`config.mk`:
```
export PLATFORM = sky130hd
export DESIGN_NAME = erl_links
export DESIGN_NICKNAME = d
export VERILOG_FILES = /design/src/logic/erl_links.v
export VERILOG_INCLUDE_DIRS = /design/src /design/src/logic
export SDC_FILE = /design/constraint.sdc
export NUM_CORES = 1
export LEC_CHECK = 0
export BUFFER_PORTS_ARGS = -buffer_cell sky130_fd_sc_hd__clkbuf_2
export CAP_MARGIN = 20
export CORE_ASPECT_RATIO = 0.6
export CORE_MARGIN = 2
export CORE_UTILIZATION = 37
export CTS_CLUSTER_DIAMETER = 120
export DETAILED_ROUTE_END_ITERATION = 7
export PLACE_DENSITY = 0.63
export SLEW_MARGIN = 20
export SYNTH_ARGS = -nofsm -noshare
export SYNTH_HDL_FRONTEND = slang
export SYNTH_SLANG_ARGS = --single-unit
```
`constraint.sdc`:
```
create_clock -name CLK -period 7.6 [get_ports CLK]
set_input_delay 0.38 -clock CLK [delete_from_list [all_inputs] [get_ports CLK]]
set_output_delay 0.38 -clock CLK [all_outputs]
set_load 0.01 [all_outputs]
```
`src/logic/erl_defs.vh`:
```
// constants for the event readout and control link block
`ifndef ERL_DEFS_VH
`define ERL_DEFS_VH

// ----------------------------------------
// widths and depths
// ----------------------------------------
`define ERL_NCHAN        8
`define ERL_TS_W         24
`define ERL_FIFO_DEPTH   16
`define ERL_PTR_W        4
`define ERL_CNT_W        5
`define ERL_REC_W        34
`define ERL_PAY_W        40
`define ERL_BIT_W        6

// ----------------------------------------
// record layout
// ----------------------------------------
`define ERL_REC_HITS     7:0
`define ERL_REC_TS       31:8
`define ERL_REC_NF       32
`define ERL_REC_DIAG     33

// ----------------------------------------
// frame and line code
// ----------------------------------------
`define ERL_HDR_LEN      6'd4
`define ERL_HDR_SYMS     8'hf0
`define ERL_PAY_LEN      6'd40
`define ERL_SYM_ONE      2'b01
`define ERL_SYM_ZERO     2'b10
`define ERL_PAD_W        6

// ----------------------------------------
// timing
// ----------------------------------------
`define ERL_CLK_NS       100
`define ERL_TX_LIMIT_NS  10000
`define ERL_AGE_W        7
`define ERL_AGE_LAST     7'd99

// ----------------------------------------
// apb register map (byte addresses)
// ----------------------------------------
`define ERL_ADDR_W       8
`define ERL_REG_THRESH   8'h00
`define ERL_REG_MASK     8'h04
`define ERL_REG_CHARGE_INJECT_SETTING     8'h08
`define ERL_REG_DIAG     8'h0c
`define ERL_REG_CTRL     8'h10
`define ERL_REG_STATUS   8'h14
`define ERL_REG_TSTAMP   8'h18

// ----------------------------------------
// fields and reset values
// ----------------------------------------
`define ERL_THRESH_W     7
`define ERL_THRESH_RST   7'h00
`define ERL_MASK_RST     8'h00
`define ERL_CHARGE_INJECT_SETTING_RST     8'h00
`define ERL_CHARGE_INJECT_SETTING_EN      0
`define ERL_CHARGE_INJECT_SETTING_LVL     7:1
`define ERL_DIAG_RST     32'h0000_0000
`define ERL_CTRL_DIAG    0
`define ERL_ST_COUNT     4:0
`define ERL_ST_BUSY      8
`define ERL_ST_OVF       9
`define ERL_ST_NF        10

`endif

```
`src/logic/erl_links.v`:
```
// event readout framer, time-critical commands and apb register file
//
// Local design decisions: the placing of the registers and the APB register port.
`timescale 1ns/1ps
// Notes on behaviour
// - when an event waits and transmitter idles, start sending the oldest event
// - a pop strobe moves the oldest stored event into the serializer
// - after handing over, the fifo slot is freed for a new event
// - events leave on their own serial output, apart from the control side
// - each event frame completes well inside ten microseconds
// - serial stream is manchester coded, so the receiver recovers its own timing
// - one bit per clock cycle, at the chip clock rate
// - events are pushed out without any request from the receiver
// - each frame opens with a header the receiver cannot confuse with data
// - all frames carry the same number of bits, no trailer
// - control reaches the chip on its own link, independent of event output
// - chip logic runs on the clock the control link delivers
// - timestamp clear may come any cycle, with a fixed delay to the clear
// - inject command may come any cycle, with a fixed delay to firing
// - static configuration words can be written and read over control access
// - threshold register drives the threshold dac
// - mask register has one bit per channel; a set bit disables it
// - charge inject setting register steers the injection circuit
// - diagnostic word can be sent out as an event, triggered by a register write
// - every configuration register is both writable and readable
// - the chip only answers transactions that the outside master starts
// - sixteen events are buffered and released first in, first out
// - the timestamp clear acts synchronously on the rising clock edge
`include "erl_defs.vh"

module erl_links (
  input  wire                         CLK,
  input  wire                         RESETN,
  input  wire                         PSEL,
  input  wire                         PENABLE,
  input  wire                         PWRITE,
  input  wire [`ERL_ADDR_W-1:0]       PADDR,
  input  wire [31:0]                  PWDATA,
  output reg  [31:0]                  PRDATA,
  output reg                          PREADY,
  output reg                          PSLVERR,
  input  wire                         EVT_WRITE,
  input  wire [`ERL_NCHAN-1:0]        EVT_HITS,
  input  wire                         TS_CLEAR_CMD,
  input  wire                         INJECT_CMD,
  output reg  [1:0]                   SER_SYM,
  output reg                          BUFFER_POP_STROBE,
  output reg  [`ERL_THRESH_W-1:0]     DAC_THRESHOLD,
  output reg  [`ERL_NCHAN-1:0]        CHAN_DISABLE,
  output reg  [`ERL_THRESH_W-1:0]     INJECT_LEVEL,
  output reg                          INJECT_FIRE,
  output reg  [`ERL_TS_W-1:0]         TIMESTAMP
);

  // ----------------------------------------
  // constants
  // ----------------------------------------
  localparam S_IDLE = 3'b001;
  localparam S_HDR  = 3'b010;
  localparam S_DATA = 3'b100;

  // ----------------------------------------
  // functions
  // ----------------------------------------
  // ieee 802.3 manchester: first half, second half
  function [1:0] man_sym;
    input b;
    begin
      man_sym = b ? `ERL_SYM_ONE : `ERL_SYM_ZERO;
    end
  endfunction

  function [`ERL_PTR_W-1:0] ptr_inc;
    input [`ERL_PTR_W-1:0] p;
    begin
      ptr_inc = p + {{(`ERL_PTR_W-1){1'b0}}, 1'b1};
    end
  endfunction

  // ----------------------------------------
  // declarations
  // ----------------------------------------
  reg  [`ERL_REC_W-1:0]   mem [0:`ERL_FIFO_DEPTH-1];
  reg  [`ERL_PTR_W-1:0]   wr_ptr;
  reg  [`ERL_PTR_W-1:0]   rd_ptr;
  reg  [`ERL_CNT_W-1:0]   count;
  reg                     overflow;
  reg  [2:0]              state;
  reg  [`ERL_PAY_W-1:0]   shreg;
  reg  [7:0]              hdr;
  reg  [`ERL_BIT_W-1:0]   bit_cnt;
  reg  [`ERL_AGE_W-1:0]   tx_age;
  reg                     clr_s1;
  reg                     clr_s2;
  reg                     inj_s1;
  reg                     inj_s2;
  reg  [`ERL_NCHAN-1:0]   mask;
  reg  [7:0]              charge_inject_setting;
  reg  [31:0]             diag;
  reg                     diag_pend;
  reg  [31:0]             rd_mux;
  reg                     rd_err;
  wire                    acc;
  wire                    wr_acc;
  wire                    full;
  wire                    near_full;
  wire                    tx_idle;
  wire                    pop;
  wire                    push_evt;
  wire                    push_diag;
  wire                    push;
  wire [`ERL_REC_W-1:0]   push_rec;
  wire                    ovf_clr;
  wire                    tx_overdue;

  // ----------------------------------------
  // apb handshake
  // ----------------------------------------
  // one wait state; the master alone starts transfers
  // ready lasts one cycle, so a setup right after an access starts afresh
  assign acc    = PSEL & PENABLE & PREADY;
  assign wr_acc = acc & PWRITE;

  always @(posedge CLK or negedge RESETN) begin
    if (!RESETN) begin
      PREADY  <= 1'b0;
      PRDATA  <= 32'h0000_0000;
      PSLVERR <= 1'b0;
    end else begin
      PREADY <= PSEL & PENABLE & ~PREADY;
      if (PSEL & PENABLE & ~PREADY) begin
        PRDATA  <= PWRITE ? 32'h0000_0000 : rd_mux;
        PSLVERR <= rd_err;
      end else begin
        PSLVERR <= 1'b0;
      end
    end
  end

  // ----------------------------------------
  // read decode
  // ----------------------------------------
  // timestamp read only, status takes only a write-one clear of overflow; writing them raises no error
  always @* begin
    rd_mux = 32'h0000_0000;
    rd_err = 1'b0;
    if (PADDR == `ERL_REG_THRESH) begin
      rd_mux[`ERL_THRESH_W-1:0] = DAC_THRESHOLD;
    end else if (PADDR == `ERL_REG_MASK) begin
      rd_mux[`ERL_NCHAN-1:0] = mask;
    end else if (PADDR == `ERL_REG_CHARGE_INJECT_SETTING) begin
      rd_mux[7:0] = charge_inject_setting;
    end else if (PADDR == `ERL_REG_DIAG) begin
      rd_mux = diag;
    end else if (PADDR == `ERL_REG_CTRL) begin
      rd_mux[`ERL_CTRL_DIAG] = diag_pend;
    end else if (PADDR == `ERL_REG_STATUS) begin
      rd_mux[`ERL_ST_COUNT] = count;
      rd_mux[`ERL_ST_BUSY]  = ~tx_idle;
      rd_mux[`ERL_ST_OVF]   = overflow;
      rd_mux[`ERL_ST_NF]    = near_full;
    end else if (PADDR == `ERL_REG_TSTAMP) begin
      rd_mux[`ERL_TS_W-1:0] = TIMESTAMP;
    end else begin
      rd_err = 1'b1;
    end
  end

  // ----------------------------------------
  // configuration registers
  // ----------------------------------------
  always @(posedge CLK or negedge RESETN) begin
    if (!RESETN) begin
      DAC_THRESHOLD <= `ERL_THRESH_RST;
      mask          <= `ERL_MASK_RST;
      charge_inject_setting          <= `ERL_CHARGE_INJECT_SETTING_RST;
      diag          <= `ERL_DIAG_RST;
    end else if (wr_acc) begin
      // unmapped words are dropped; the slave error flag tells the master
      if (PADDR == `ERL_REG_THRESH) begin
        DAC_THRESHOLD <= PWDATA[`ERL_THRESH_W-1:0];
      end else if (PADDR == `ERL_REG_MASK) begin
        mask <= PWDATA[`ERL_NCHAN-1:0];
      end else if (PADDR == `ERL_REG_CHARGE_INJECT_SETTING) begin
        charge_inject_setting <= PWDATA[7:0];
      end else if (PADDR == `ERL_REG_DIAG) begin
        diag <= PWDATA;
      end
    end
  end

  // registered copies for the front end
  always @(posedge CLK or negedge RESETN) begin
    if (!RESETN) begin
      CHAN_DISABLE <= `ERL_MASK_RST;
      INJECT_LEVEL <= `ERL_THRESH_RST;
    end else begin
      CHAN_DISABLE <= mask;
      INJECT_LEVEL <= charge_inject_setting[`ERL_CHARGE_INJECT_SETTING_LVL];
    end
  end

  // ----------------------------------------
  // time-critical commands
  // ----------------------------------------
  // fixed path: two sync flops plus one action flop
  // command pins are levels: a held command acts on every cycle
  always @(posedge CLK or negedge RESETN) begin
    if (!RESETN) begin
      clr_s1 <= 1'b0;
      clr_s2 <= 1'b0;
      inj_s1 <= 1'b0;
      inj_s2 <= 1'b0;
    end else begin
      clr_s1 <= TS_CLEAR_CMD;
      clr_s2 <= clr_s1;
      inj_s1 <= INJECT_CMD;
      inj_s2 <= inj_s1;
    end
  end

  always @(posedge CLK or negedge RESETN) begin
    if (!RESETN) begin
      TIMESTAMP   <= {`ERL_TS_W{1'b0}};
      INJECT_FIRE <= 1'b0;
    end else begin
      if (clr_s2) begin
        TIMESTAMP <= {`ERL_TS_W{1'b0}};
      end else begin
        TIMESTAMP <= TIMESTAMP + {{(`ERL_TS_W-1){1'b0}}, 1'b1};
      end
      INJECT_FIRE <= inj_s2 & charge_inject_setting[`ERL_CHARGE_INJECT_SETTING_EN];
    end
  end

  // ----------------------------------------
  // diagnostic trigger
  // ----------------------------------------
  // a real event wins the write port; diag waits
  assign push_evt  = EVT_WRITE & ~full;
  assign push_diag = diag_pend & ~EVT_WRITE & ~full;
  assign push      = push_evt | push_diag;

  always @(posedge CLK or negedge RESETN) begin
    if (!RESETN) begin
      diag_pend <= 1'b0;
    end else if (wr_acc && PADDR == `ERL_REG_CTRL && PWDATA[`ERL_CTRL_DIAG]) begin
      diag_pend <= 1'b1;
    end else if (push_diag) begin
      diag_pend <= 1'b0;
    end
  end

  // ----------------------------------------
  // readout fifo
  // ----------------------------------------
  assign full      = (count == `ERL_FIFO_DEPTH);
  assign near_full = (count == `ERL_FIFO_DEPTH - 1);
  // near-full flag marks the record that takes the last free slot
  assign push_rec  = push_diag ? {1'b1, near_full, diag}
                               : {1'b0, near_full, TIMESTAMP, EVT_HITS & ~mask};
  assign ovf_clr   = wr_acc && PADDR == `ERL_REG_STATUS && PWDATA[`ERL_ST_OVF];

  // no reset on the store: only slots holding a pushed record are ever read
  always @(posedge CLK) begin
    if (push) begin
      mem[wr_ptr] <= push_rec;
    end
  end

  always @(posedge CLK or negedge RESETN) begin
    if (!RESETN) begin
      wr_ptr   <= {`ERL_PTR_W{1'b0}};
      rd_ptr   <= {`ERL_PTR_W{1'b0}};
      count    <= {`ERL_CNT_W{1'b0}};
      overflow <= 1'b0;
    end else begin
      if (push) begin
        wr_ptr <= ptr_inc(wr_ptr);
      end
      if (pop) begin
        rd_ptr <= ptr_inc(rd_ptr);
      end
      if (push && !pop) begin
        count <= count + {{(`ERL_CNT_W-1){1'b0}}, 1'b1};
      end else if (pop && !push) begin
        count <= count - {{(`ERL_CNT_W-1){1'b0}}, 1'b1};
      end
      // lost event is sticky; set beats clear
      if (EVT_WRITE && full) begin
        overflow <= 1'b1;
      end else if (ovf_clr) begin
        overflow <= 1'b0;
      end
    end
  end

  // ----------------------------------------
  // transmitter
  // ----------------------------------------
  // next pop lands on the last data symbol: one idle symbol between frames
  assign tx_idle = (state == S_IDLE);
  assign pop     = tx_idle & (count != {`ERL_CNT_W{1'b0}});

  always @(posedge CLK or negedge RESETN) begin
    if (!RESETN) begin
      state             <= S_IDLE;
      shreg             <= {`ERL_PAY_W{1'b0}};
      hdr               <= 8'h00;
      bit_cnt           <= {`ERL_BIT_W{1'b0}};
      BUFFER_POP_STROBE <= 1'b0;
      SER_SYM           <= `ERL_SYM_ZERO;
    end else begin
      BUFFER_POP_STROBE <= pop;
      case (state)
        S_IDLE: begin
          SER_SYM <= man_sym(1'b0);
          if (pop) begin
            shreg   <= {{`ERL_PAD_W{1'b0}}, mem[rd_ptr]};
            hdr     <= `ERL_HDR_SYMS;
            bit_cnt <= {`ERL_BIT_W{1'b0}};
            state   <= S_HDR;
          end
        end
        S_HDR: begin
          // code violations: never legal manchester data
          SER_SYM <= hdr[7:6];
          hdr     <= {hdr[5:0], 2'b00};
          bit_cnt <= bit_cnt + {{(`ERL_BIT_W-1){1'b0}}, 1'b1};
          if (bit_cnt == `ERL_HDR_LEN - 6'd1) begin
            bit_cnt <= {`ERL_BIT_W{1'b0}};
            state   <= S_DATA;
          end
        end
        S_DATA: begin
          // msb first, one bit per clock
          SER_SYM <= man_sym(shreg[`ERL_PAY_W-1]);
          shreg   <= {shreg[`ERL_PAY_W-2:0], 1'b0};
          bit_cnt <= bit_cnt + {{(`ERL_BIT_W-1){1'b0}}, 1'b1};
          if (bit_cnt == `ERL_PAY_LEN - 6'd1) begin
            state <= S_IDLE;
          end
        end
        default: begin
          SER_SYM <= man_sym(1'b0);
          state   <= S_IDLE;
        end
      endcase
      if (tx_overdue) begin
        state <= S_IDLE;
      end
    end
  end

  // ----------------------------------------
  // frame time guard
  // ----------------------------------------
  // age of the frame on the line; a corrupted state still gives the
  // line back within the event time budget
  always @(posedge CLK or negedge RESETN) begin
    if (!RESETN) begin
      tx_age <= {`ERL_AGE_W{1'b0}};
    end else if (tx_idle || tx_overdue) begin
      tx_age <= {`ERL_AGE_W{1'b0}};
    end else begin
      tx_age <= tx_age + {{(`ERL_AGE_W-1){1'b0}}, 1'b1};
    end
  end

  assign tx_overdue = (tx_age == `ERL_AGE_LAST);

endmodule
```
==> flow_summary.yaml <==
status:
  status: "finished, final reports clean"
worst_hold_path:
  hold_start: "EVT_WRITE"
  hold_class: "input pin to flop"
yosys:
  synth_cell_types: 69
  synthArstFlopShare_pct: 27.8
  synth_cells: 1740
  yosysWarnings: 0
  synth_seq_cells: 753
  synth_edf_count: 544
  syn_area_um2: 30400
  synth.yosys.seq_area_share_pct: 70.9
  synth.avg_cell_area_um2: 17.5
  synth_top_flop_cell: "edfxtp_1"
  synthesis.nets: 1809
global_route:
  antenna_found_initial: 2
  grt_pass1_vias: 17101
  grt_max_degree: 109
  grt_pass1_wl_um: 116000
  grt_overflow: 0
  grt.total_usage_pct: 18.7
setup_path:
  end_kind: "flop"
  timing.rr.start: "count[0]"
  cp_max_fo: 18
  arrival_ps: 3810
  worstSetupPathType: "flop to flop"
  worstPathRequired_ps: 7890
  cp-startpoint: "count[0]"
  cp-start-kind: "flop"
timing:
  rsz0062_at_grt: "false"
  hold_violations: 0
  finalCritPeriodShare_pct: 46.4
  skew_ps: 24.8
  worst_pin_slew_ps: 1040
  finalSetupViolCount: 0
  finalMaxSlewViolations: 0
  fin_crit_ps: 3530
  fmax_mhz: 284
  setup_tns_ps: 0
  worst_slack_ps: 4070
  relSlewSlack_pct: 30.5
route:
  routedWlPerCell_um: 25.5
  first_pass_iters: 8
  vias: 17012
  avgViaCountPerCell: 5.54
  route.met3.wl_um: 6850
  drt-met1-wl_um: 35800
  routed-wl-met2_um: 34500
  drcViolationCount: 0
  dr.max_layer_used: "met4"
  ant_nets: 0
  wl_um: 78200
  drtIter0Drc: 1914
power_and_ir_drop:
  p_int_w: 0.00810
  netSwitchingFraction_pct: 28.7
  p_clk_share_pct: 30.7
  sequentialPowerShare_pct: 45.8
  power_density_nw_per_um2: 324
  ir_drop_mv: 0.198
  combPwrFrac_pct: 23.5
  p_leak_nw: 12.7
  switchingPower_w: 0.00327
placed_design:
  placed_area_um2: 32600
  dp_slack_ps: 4040
  port_buffers: 139
  place.gp.congestion: 0.831
  dp_hpwl_um: 46000
floorplan:
  io_pins: 140
  core-area_um2: 81500
  die_area_um2: 84600
  die_w_um: 374
  initial_core_util_pct: 37.3
  fp.dieH_um: 226
  row_count: 81
final_layout:
  layout.nets: 2005
  insertedDiodeCount: 0
  fin_area_um2: 35100
  area_growth_syn_to_layout_pct: 15.4
  drive_gt1_share_pct: 30.8
  final_util_pct: 43.1
clocking:
  postCtsSetupBuffers: 0
  clk_path_buf_depth: 3
  cts_made_buffers: 67
  insertion_delay_ps: 630
  cts_sinks: 753
  cts_tree: "done"
  clock-root-buffer: "clkbuf_16"
  clkSlewWorstSetupHoldPaths_ps: 70
  htree_levels: 3
flow_run:
  drv_cap: 0
[final cells by class]
cell class              count  area [µm²]
clock buffers              92        1920
clock inverters            30         328
fillers                  7142       46400
inverters                  56         210
multi-input cells         843        8360
flip-flops and latches    753       21600
well taps                1079        1350
repair buffers            215        1360
[flip-flops by register name (all words and copies together), names as in the netlist, 8 cells and up]
register	count
CHAN_DISABLE	8
PRDATA	32
TIMESTAMP	24
charge_inject_setting	8
diag	32
mask	8
mem	544
shreg	40
[what timing repair did]
item | CTS | global route
resized for setup | 0 | 0
hold buffers | 28 | 0
endpoints found under the hold margin | 131 | 0
[cell families after synthesis]
kind of cell / synth area share, %
flops: 70.9
simple gates: 5.64
mux: 15.8
compound gates: 4.34
buf+inv: 1.91
xor+xnor: 0.806
fa+ha+maj: 0.559
[layer usage]
layer	track usage [%]	vias up
met5	0	-
met4	3.60	0
met3	5.06	89
met2	27.1	655
met1	28.2	9074
li1	-	7194
[power by group through the flow]
stage	Combinational (W)	Clock (W)	Sequential (W)
after detailed placement	0.00267	0	0.00529
after global placement	0.00263	0	0.00527
after global routing	0.00289	0.00373	0.00526
after CTS	0.00270	0.00356	0.00521
final	0.00267	0.00349	0.00520
after floorplan	0.00204	0	0.00509
[synth_stat cells (all sizes together) (3+ instances only)]
cell / number / area share [%]
and4: 3 / 0.086
o2111ai: 32 / 0.92
nor4: 6 / 0.19
a22o: 16 / 0.46
a22oi: 3 / 0.074
o2bb2ai: 3 / 0.086
o21ai: 44 / 0.74
mux2: 142 / 5.6
and3: 6 / 0.12
dfrtp: 207 / 17
and2: 32 / 0.66
inv: 56 / 0.69
nand2: 137 / 1.7
mux2i: 4 / 0.13
xor2: 7 / 0.20
nand3b: 3 / 0.074
a21oi: 30 / 0.49
o31ai: 3 / 0.074
nand2b: 23 / 0.47
clkbuf: 59 / 0.73
nor2b: 12 / 0.25
o22ai: 3 / 0.062
nor3: 16 / 0.26
a31oi: 4 / 0.082
buf: 29 / 0.49
nor2: 46 / 0.57
a221o: 23 / 0.76
nand3: 15 / 0.29
nand4: 13 / 0.27
ha: 12 / 0.49
nor3b: 4 / 0.099
edfxtp: 544 / 54
mux4: 136 / 10
xnor2: 21 / 0.60
or4: 5 / 0.15
or3: 7 / 0.14
[cells in the final DEF, fill, tap and decap left out, types with 20 or more instances in the layout]
cell / netlist / routed
a21oi_1: 30 / 29
a221o_1: 23 / 23
and2_1: 32 / 20
buf_4: 0 / 46
clkbuf_16: 0 / 68
clkbuf_2: 0 / 138
dfrtp_1: 207 / 204
dlygate4sd3_1: 0 / 28
edfxtp_1: 544 / 544
inv_1: 56 / 56
mux2_2: 112 / 112
mux2_4: 30 / 30
mux4_2: 136 / 136
nand2_1: 134 / 134
nand2b_1: 23 / 23
nor2_1: 46 / 41
o2111ai_1: 32 / 32
o21ai_0: 43 / 43
xnor2_1: 21 / 21
[stage by stage]
step / power (W) / hold WS [ps] / std cells
floorplan: 0.00713 / 84.4 / 1740
global placement: 0.00790 / 334 / 2918
detailed placement: 0.00796 / 346 / 2918
CTS: 0.0115 / 3.35 / 3068
global route: 0.0119 / 13.8 / 3068
finish: 0.0114 / 43.0 / 3068
[worst max-delay path, stage by stage, from the launching register on]
cell,delay (ps)
dfrtp_1,500
nor4_1,120
buf_4,180
a21oi_1,620
nand3_1,500
nor2_4,760
buf_4,470
[worst paths after layout]
kind	end	slack (ps)	cells after the start
worst max-delay path	mem[13][2]	4070	6
worst min-delay path	overflow	40	2
worst max register to register	mem[13][2]	4070	6
worst min register to register	inj_s2	360	0
max in group asynchronous	rd_ptr[3]	5770	3
min in group asynchronous	tx_age[5]	360	2
Note: power is estimated with default switching activity, not from simulation.
